## src/rtl/cfg_space_pkg.sv

```systemverilog
/*
  constants and carriers for the configuration bit space block.
  assumes a 24-bit program address and byte-level configuration words.
*/
package cfg_space_pkg;
  localparam int          ADDR_W       = 24;
  localparam int          WORD_W       = 8;
  localparam int          CFG_WORDS    = 8;
  localparam int          IDX_W        = 3;
  localparam logic [23:0] CFG_BASE     = 24'hF80000;
  localparam logic [23:0] CFG_SPACE_LO = 24'h800000;
  localparam logic [23:0] CFG_SPACE_HI = 24'hFFFFFF;
  localparam logic [7:0]  ERASED_WORD  = 8'hFF;
  localparam logic [7:0]  ZERO_WORD    = 8'h00;

  typedef enum logic [1:0] {
    ACC_DATA,
    ACC_FETCH,
    ACC_TBLRD,
    ACC_TBLWR
  } acc_kind_e;

  typedef struct packed {
    logic             valid;
    acc_kind_e        kind;
    logic [23:0]      addr;
    logic [7:0]       wdata;
  } core_req_s;

  typedef struct packed {
    logic             ready;
    logic             refused;
    logic [7:0]       rdata;
  } core_rsp_s;
endpackage

```

## src/rtl/cfg_word_mem.sv

```systemverilog
/*
  small configuration word store with registered read data.
  assumes one clock; writes only clear bits, as an unprogrammed cell is one.
*/
`timescale 1ns/100ps
module cfg_word_mem #(
  parameter int DEPTH = 8,
  parameter int IDX_W = 3,
  parameter int WIDTH = 8
) (
  input  wire logic             core_clk_i,
  input  wire logic             rstn_i,
  input  wire logic             we_i,
  input  wire logic [IDX_W-1:0] widx_i,
  input  wire logic [WIDTH-1:0] wdata_i,
  input  wire logic [IDX_W-1:0] ridx_i,
  output logic      [WIDTH-1:0] rdata_o
);
  logic [WIDTH-1:0] mem_q [DEPTH];

  always_ff @(posedge core_clk_i or negedge rstn_i)
  begin
    if (!rstn_i)
    begin
      for (int i = 0; i < DEPTH; i++)
        mem_q[i] <= '1;
      rdata_o <= '1;
    end
    else
    begin
      // programming only drives bits to zero
      if (we_i)
        mem_q[widx_i] <= mem_q[widx_i] & wdata_i;
      rdata_o <= mem_q[ridx_i];
    end
  end

  prog_clear_a: assert property (@(posedge core_clk_i) disable iff (!rstn_i)
    we_i |=> (mem_q[$past(widx_i)] & ~$past(wdata_i)) == '0)
    else $error("programming left a one bit set");
endmodule

```

## src/rtl/config_bit_space_access.sv

```systemverilog
/*
  configuration bit space: store, table access and reset-time option latch.
  assumes the core holds a request until ready and reset lasts CFG_WORDS+1 clocks
  before the core acts on the option outputs.
*/
`timescale 1ns/100ps
module config_bit_space_access
  import cfg_space_pkg::*;
#(
  parameter int NWORDS = cfg_space_pkg::CFG_WORDS
) (
  input  wire logic                           core_clk_i,
  input  wire logic                           rstn_i,
  input  wire cfg_space_pkg::core_req_s       req_i,
  output cfg_space_pkg::core_rsp_s            rsp_o,
  output logic [cfg_space_pkg::CFG_WORDS*cfg_space_pkg::WORD_W-1:0] options_o,
  output logic                                options_valid_o
);
  import cfg_space_pkg::*;

  typedef enum logic [1:0] {
    ST_LOAD,
    ST_LOAD_LAST,
    ST_RUN,
    ST_READ
  } state_e;

  state_e                     state_q;
  state_e                     state_d;
  logic [IDX_W-1:0]           load_idx_q;
  logic [IDX_W-1:0]           load_prev_q;
  logic [CFG_WORDS*WORD_W-1:0] opt_q;
  logic                       valid_q;
  logic [WORD_W-1:0]          rdata_q;
  logic [WORD_W-1:0]          mem_rdata;

  function automatic logic in_region(input logic [ADDR_W-1:0] a);
    return (a >= CFG_SPACE_LO) && (a <= CFG_SPACE_HI);
  endfunction

  function automatic logic in_cfg(input logic [ADDR_W-1:0] a);
    return (a >= CFG_BASE) && (a < CFG_BASE + ADDR_W'(NWORDS));
  endfunction

  // region and word decode
  wire              hit_region = req_i.valid && in_region(req_i.addr);
  wire              is_table   = (req_i.kind == ACC_TBLRD) || (req_i.kind == ACC_TBLWR);
  wire              allowed    = hit_region && is_table;
  wire              hit_word   = allowed && in_cfg(req_i.addr);
  wire [ADDR_W-1:0] offs       = req_i.addr - CFG_BASE;
  wire [IDX_W-1:0]  word_idx   = offs[IDX_W-1:0];
  wire              run        = (state_q == ST_RUN);
  wire              wr_en      = run && hit_word && (req_i.kind == ACC_TBLWR);
  wire              rd_start   = run && hit_word && (req_i.kind == ACC_TBLRD);
  wire [IDX_W-1:0]  ridx       = (state_q == ST_RUN || state_q == ST_READ) ? word_idx : load_idx_q;
  wire              load_done  = (load_idx_q == IDX_W'(NWORDS - 1));
  wire              opt_we     = (state_q == ST_LOAD && load_idx_q != '0) || (state_q == ST_LOAD_LAST);
  wire              st_read    = (state_q == ST_READ);
  wire              rd_erased  = run && allowed && !hit_word && (req_i.kind == ACC_TBLRD);

  cfg_word_mem #(
    .DEPTH(NWORDS),
    .IDX_W(IDX_W),
    .WIDTH(WORD_W)
  ) u_mem (
    .core_clk_i(core_clk_i),
    .rstn_i    (rstn_i),
    .we_i      (wr_en),
    .widx_i    (word_idx),
    .wdata_i   (req_i.wdata),
    .ridx_i    (ridx),
    .rdata_o   (mem_rdata)
  );

  always_comb
  begin
    state_d = state_q;
    unique case (state_q)
      ST_LOAD:
        if (load_done)
          state_d = ST_LOAD_LAST;
      ST_LOAD_LAST:
        state_d = ST_RUN;
      ST_RUN:
        if (rd_start)
          state_d = ST_READ;
      ST_READ:
        state_d = ST_RUN;
    endcase
  end

  // fsm and load counter
  always_ff @(posedge core_clk_i or negedge rstn_i)
  begin
    if (!rstn_i)
    begin
      state_q     <= ST_LOAD;
      load_idx_q  <= '0;
      load_prev_q <= '0;
    end
    else
    begin
      state_q     <= state_d;
      load_prev_q <= load_idx_q;
      if (state_q == ST_LOAD)
        load_idx_q <= load_idx_q + IDX_W'(1);
    end
  end

  // sample words once after reset; reset also erases the store, so later programming never reaches the options
  always_ff @(posedge core_clk_i or negedge rstn_i)
  begin
    if (!rstn_i)
    begin
      opt_q   <= '1;
      valid_q <= 1'b0;
    end
    else
    begin
      if (opt_we)
        opt_q[load_prev_q*WORD_W +: WORD_W] <= mem_rdata;
      if (state_q == ST_LOAD_LAST)
        valid_q <= 1'b1;
    end
  end

  // read data held after the answer until the next table read
  always_ff @(posedge core_clk_i or negedge rstn_i)
  begin
    if (!rstn_i)
      rdata_q <= ERASED_WORD;
    else if (st_read)
      rdata_q <= mem_rdata;
    else if (rd_erased)
      rdata_q <= ERASED_WORD;
  end

  // unmapped but allowed reads see erased cells; refused accesses return zero
  wire refuse = req_i.valid && hit_region && !is_table;
  assign rsp_o.ready   = (state_q == ST_READ) || (run && req_i.valid && !rd_start);
  assign rsp_o.refused = refuse;
  // answers in the ready cycle itself; rdata_q only keeps the word afterwards
  assign rsp_o.rdata   = refuse    ? ZERO_WORD   :
                         st_read   ? mem_rdata   :
                         rd_erased ? ERASED_WORD : rdata_q;
  assign options_o       = opt_q;
  assign options_valid_o = valid_q;

  opts_stable_a: assert property (@(posedge core_clk_i) disable iff (!rstn_i)
    $past(valid_q) && valid_q |-> $stable(opt_q))
    else $error("options changed after latch");
  fetch_refused_a: assert property (@(posedge core_clk_i) disable iff (!rstn_i)
    req_i.valid && in_region(req_i.addr) && (req_i.kind == ACC_FETCH || req_i.kind == ACC_DATA)
      |-> rsp_o.refused && !wr_en)
    else $error("non-table access reached config region");
  base_region_a: assert property (@(posedge core_clk_i) disable iff (!rstn_i)
    wr_en |-> in_region(req_i.addr))
    else $error("config write outside region");
  load_time_a: assert property (@(posedge core_clk_i) disable iff (!rstn_i)
    $rose(valid_q) |-> $past(state_q) == ST_LOAD_LAST)
    else $error("options valid at wrong time");
  read_word_a: assert property (@(posedge core_clk_i) disable iff (!rstn_i)
    rd_start |=> (rsp_o.ready && rsp_o.rdata == mem_rdata) ##1 (rdata_q == $past(mem_rdata)))
    else $error("table read data mismatch");
  erased_read_a: assert property (@(posedge core_clk_i) disable iff (!rstn_i)
    run && allowed && !hit_word && req_i.kind == ACC_TBLRD |=> rdata_q == ERASED_WORD)
    else $error("unmapped read not one");
  no_run_load_a: assert property (@(posedge core_clk_i) disable iff (!rstn_i)
    !valid_q |-> !wr_en)
    else $error("write during load");
  read_ready_a: assert property (@(posedge core_clk_i) disable iff (!rstn_i)
    rd_start |=> rsp_o.ready)
    else $error("read answer late");

  load_quiet_a: assert property (@(posedge core_clk_i) disable iff (!rstn_i)
    !valid_q |-> !rsp_o.ready)
    else $error("answer given during load");

  valid_held_a: assert property (@(posedge core_clk_i) disable iff (!rstn_i)
    valid_q |=> valid_q)
    else $error("options valid dropped");

  load_end_a: assert property (@(posedge core_clk_i) disable iff (!rstn_i)
    state_q == ST_LOAD_LAST |=> valid_q && state_q == ST_RUN)
    else $error("load did not hand over");

  load_count_a: assert property (@(posedge core_clk_i) disable iff (!rstn_i)
    $rose(valid_q) |-> $past(load_idx_q, 2) == IDX_W'(NWORDS - 1))
    else $error("load covered wrong word count");

  load_gate_a: assert property (@(posedge core_clk_i) disable iff (!rstn_i)
    !run |-> !wr_en && !rd_start)
    else $error("table access taken outside run");

  erased_answer_a: assert property (@(posedge core_clk_i) disable iff (!rstn_i)
    rd_erased |-> rsp_o.ready && rsp_o.rdata == ERASED_WORD)
    else $error("unmapped read answer not erased");

  refused_zero_a: assert property (@(posedge core_clk_i) disable iff (!rstn_i)
    rsp_o.refused |-> rsp_o.rdata == ZERO_WORD && rsp_o.ready == run)
    else $error("refused access answered wrongly");

  idle_quiet_a: assert property (@(posedge core_clk_i) disable iff (!rstn_i)
    !req_i.valid |-> !rsp_o.ready && !rsp_o.refused)
    else $error("answer without request");

  write_ack_a: assert property (@(posedge core_clk_i) disable iff (!rstn_i)
    wr_en |-> rsp_o.ready && !rsp_o.refused)
    else $error("table write not acknowledged");

  read_single_a: assert property (@(posedge core_clk_i) disable iff (!rstn_i)
    st_read |=> state_q == ST_RUN)
    else $error("read state held too long");

  user_open_a: assert property (@(posedge core_clk_i) disable iff (!rstn_i)
    req_i.valid && !in_region(req_i.addr) |-> !rsp_o.refused && !wr_en && !rd_start)
    else $error("user space access touched config");

  table_only_a: assert property (@(posedge core_clk_i) disable iff (!rstn_i)
    req_i.valid && !is_table |-> !wr_en && !rd_start && !rd_erased)
    else $error("plain access used table path");
endmodule

```

## config.mk

```make
export PLATFORM = sky130hd
export DESIGN_NAME = config_bit_space_access
export DESIGN_NICKNAME = d
export VERILOG_FILES = /design/src/rtl/cfg_space_pkg.sv /design/src/rtl/cfg_word_mem.sv /design/src/rtl/config_bit_space_access.sv
export SDC_FILE = /design/constraint.sdc
export NUM_CORES = 1
export LEC_CHECK = 0
export ABC_AREA = 1
export CELL_PAD_IN_SITES_DETAIL_PLACEMENT = 0
export CELL_PAD_IN_SITES_GLOBAL_PLACEMENT = 2
export CORE_MARGIN = 2
export CORE_UTILIZATION = 36
export CTS_CLUSTER_DIAMETER = 40
export DETAILED_ROUTE_END_ITERATION = 16
export DONT_BUFFER_PORTS = 1
export PLACE_DENSITY = 0.85
export RECOVER_POWER = 25
export SLEW_MARGIN = 10
export SYNTH_ARGS = -nofsm -noshare
export SYNTH_HDL_FRONTEND = slang
export SYNTH_SLANG_ARGS = --single-unit
```

## constraint.sdc

```tcl
create_clock -name core_clk_i -period 3.2 [get_ports core_clk_i]
set_input_delay 0.32 -clock core_clk_i [delete_from_list [all_inputs] [get_ports core_clk_i]]
set_output_delay 0.32 -clock core_clk_i [all_outputs]
set_load 0.01 [all_outputs]
```

==> parameters.txt <==
Parameter                              Value

Layout
  Fill cell instance count of the final layout    2426
  Final Net Count    1159
  Growth of design area from synthesis to finish    10.4%
  Non-filler instance count after layout    1415
  Fraction of layout instances using a drive strength above 1    0.194
  Number of diodes    0
  Post-Route Utilization    0.403

Setup path
  Worst Reg-to-Reg Cells    9
  Crit path kind    reg -> reg
  Maximum fanout encountered on the critical timing path    22
  Critical Path Most Common Cell    ha_1
  Critical path capture point type    flop
  Delay of the slowest cell on the worst path    0.54 ns
  Required time of the critical path    3.57 ns
  Worst path cell trace    inv_2 -> ha_1 -> ha_1 -> inv_1 -> nand3_1 -> nor2_1 -> nor2b_2 -> nand2_1 -> o21ai_1
  Critical path startpoint category    flop
  Max stage delay cell, worst path    nor2b_2
  Worst Path Arrival    3.14 ns

STA
  Final period utilization    0.865
  Worst-case clock skew    0.0160 ns
  Hold Slack    -0.365 ns
  Highest attainable clock frequency    361 MHz
  Setup tns final    0 ns
  Time the worst path needs with I/O delays and setup    2.77 ns
  Fin. Hold Viols    153
  Number of slew-limit violations in the final report    0
  Slew HR    0.523
  Unrepaired setup endpoints after global routing    false
  Setup Viol. Count Final    0
  Slack of the critical path    0.433 ns
  Actual slew at the worst max-slew pin    0.713 ns

Floorplan
  Die outline area    0.0241 mm2
  Row count    55
  Effective utilization at floorplan    0.365
  Height of the die    155 um
  Core area    0.0226 mm2
  Number of top-level pins    112
  Die Span X    155 um

Power and ir drop
  Largest vdd supply drop    0.312 mV
  Switch share    0.239
  Leakage Power    0.00401 uW
  Comb power frac    0.033
  Sequential power share    0.461
  Cell area power density    470 mW/mm2
  Cell-internal power    3260 uW
  Net switching power figure    1020 uW
  Clock network fraction of design power    0.506

Global routing
  Vias in the first global route    6789
  Overall routing resource usage    0.199
  Global-route wire length before repair    37300 um
  Number of antenna violations at the first check in global routing    1
  Maximum number of pins on one net before global-route repair    154
  Remaining global-route overflow    0

Routing
  Antenna Nets Post-Route    0
  Total wire length after detailed routing    23200 um
  Drt pass-1 iters    5
  Vias per cell    4.84
  Wire length per cell after detailed routing    16.4 um
  DR DRC count    0
  Number of DRC markers in iteration 0    434
  DR vias    6851

Placed design
  DPL Wire Length    15900 um
  RePlAce Congestion    0.795
  Port buffer count    0
  Post-placement setup slack    0.432 ns
  Placed cells    1383

Outcome
  Status    finished, violations left
  Failing checks    negative hold slack

Synthesis
  Synth Warn #    0
  Post-synth ARST share    1.00
  Synthesized area divided by synthesized cell count    7.28 um2
  Commonest cells in the synthesized netlist    nand2_1 (557), dfstp_2 (144), inv_1 (102), o21ai_0 (68), nor2_1 (65)
  Seq/Total Area, Yosys    0.486
  Number of distinct library cells after synthesis    34
  Ranking of synthesized cells by area    dfstp_2 (46%), nand2_1 (25%), inv_1 (4.6%), o21ai_0 (4.1%), nor2_1 (3.0%)
  Post-synthesis cell count    1132
  Cell type with the largest total area after synthesis    dfstp_2
  Cell area after technology mapping    0.00825 mm2
  Leading register cell type out of synthesis    dfstp_2
  Synthesis-stage register bit count    153
  Fraction of post-synthesis cell area in the top cell type by area    0.459
  Count of flip-flops with a built-in enable after synthesis    0
  Post-Syn Nets    1174
  Most frequent cell after synthesis    nand2_1

CTS
  Number of buffers between clock root and the deepest sink    2
  Clock transition at path regs    0.07 ns
  Number of buffers created by CTS    17
  Worst skew pair latency    0.44 ns
  H-tree levels    4
  CTS tree    yes
  Clk sink count    153
  Post-CTS setup buffer count    0
  Root buffer cell    clkbuf_16
  Post_cts resized    0

Job
  Max-cap check violation count    0

Hold path
  Min-Delay Path Class    in -> async
[cell families after synthesis]
logic type,share of synthesized area
AOI/OAI and AO/OA,0.0829
xor gates and xnor gates,0.00106
adders and majority gates,0.00759
buffers and inverters,0.0750
DFF,0.486
and+or+nand+nor,0.347
[cell type report]
cell class / count / area, um2 / share of cell area
Sequential cell: 153 / 4010 / 0.440
Multi-Input combinational cell: 826 / 3620 / 0.397
Clock buffer: 17 / 425 / 0.0467
Inverter: 110 / 413 / 0.0453
Tap cell: 285 / 357 / 0.0392
Clock inverter: 15 / 203 / 0.0223
Timing Repair Buffer: 9 / 80.1 / 0.00879
[power by group through the flow]
stage	Clock (uW)	Sequential (uW)	Combinational, uW
6_report	2170	1970	142
5_1_grt	2290	1970	161
4_1_cts	2210	1970	145
3_5_place_dp	0	2000	144
3_3_place_gp	0	2000	145
2_1_floorplan	0	2000	112
[state kept, by name (all words and copies together) (netlist names)]
| name | count |
|---|---|
| options_o | 64 |
| load_idx_q | 3 |
| u_mem.mem_q | 64 |
| options_valid_o | 1 |
| load_prev_q | 3 |
| u_mem.rdata_o | 8 |
| rdata_q | 8 |
| state_q | 2 |
[per-layer routing]
metal  track usage  vias to the layer above  share of wire
met5             0                        -        0.00047
met4        0.0559                        2          0.013
met3        0.0396                       27          0.046
met2         0.345                      148           0.50
met1         0.254                     3182           0.44
li1              -                     3492              -
[metrics by stage]
stage / total power, uW / area (um2)
floorplan: 2110 / 8250
global placement: 2150 / 8480
detailed placement: 2150 / 8480
CTS: 4330 / 9100
global route: 4430 / 9100
finish: 4280 / 9100
[cells in the final DEF (no fill, tap or decap), drive strengths merged, types with 2 or more instances in the layout]
master | synthesis | routed
a21oi | 23 | 23
o21ai | 78 | 78
o211ai | 15 | 15
dfrtp | 9 | 9
buf | 28 | 9
dfstp | 144 | 144
nor4 | 8 | 8
clkinvlp | 0 | 2
ha | 5 | 5
clkinv | 4 | 7
bufinv | 0 | 3
nor2 | 77 | 77
nand2 | 558 | 558
nand3 | 16 | 16
clkbuf | 15 | 17
or2 | 5 | 5
nor3 | 14 | 14
nand4 | 21 | 21
inv | 106 | 113
[final timing paths]
kind,start,end,slack (ns)
max,load_prev_q[0],options_o[51],0.43
min,rstn_i,load_idx_q[2],-0.36
max reg2reg,load_prev_q[0],options_o[51],0.43
min reg2reg,load_idx_q[1],load_prev_q[1],0.41
max in group asynchronous,rstn_i,options_o[60],3.25
min in group core_clk_i,req_i[5],u_mem.mem_q[5],0.14
[critical path, delay by kind of cell (launching register included)]
kind | cells | cell delay (ns)
AOI/OAI and AO/OA | 1 | 0.11
buffers and inverters | 2 | 0.56
DFF | 1 | 0.47
and+or+nand+nor | 4 | 1.00
adders and majority gates | 2 | 0.57
(Power assumes the default switching activity.)
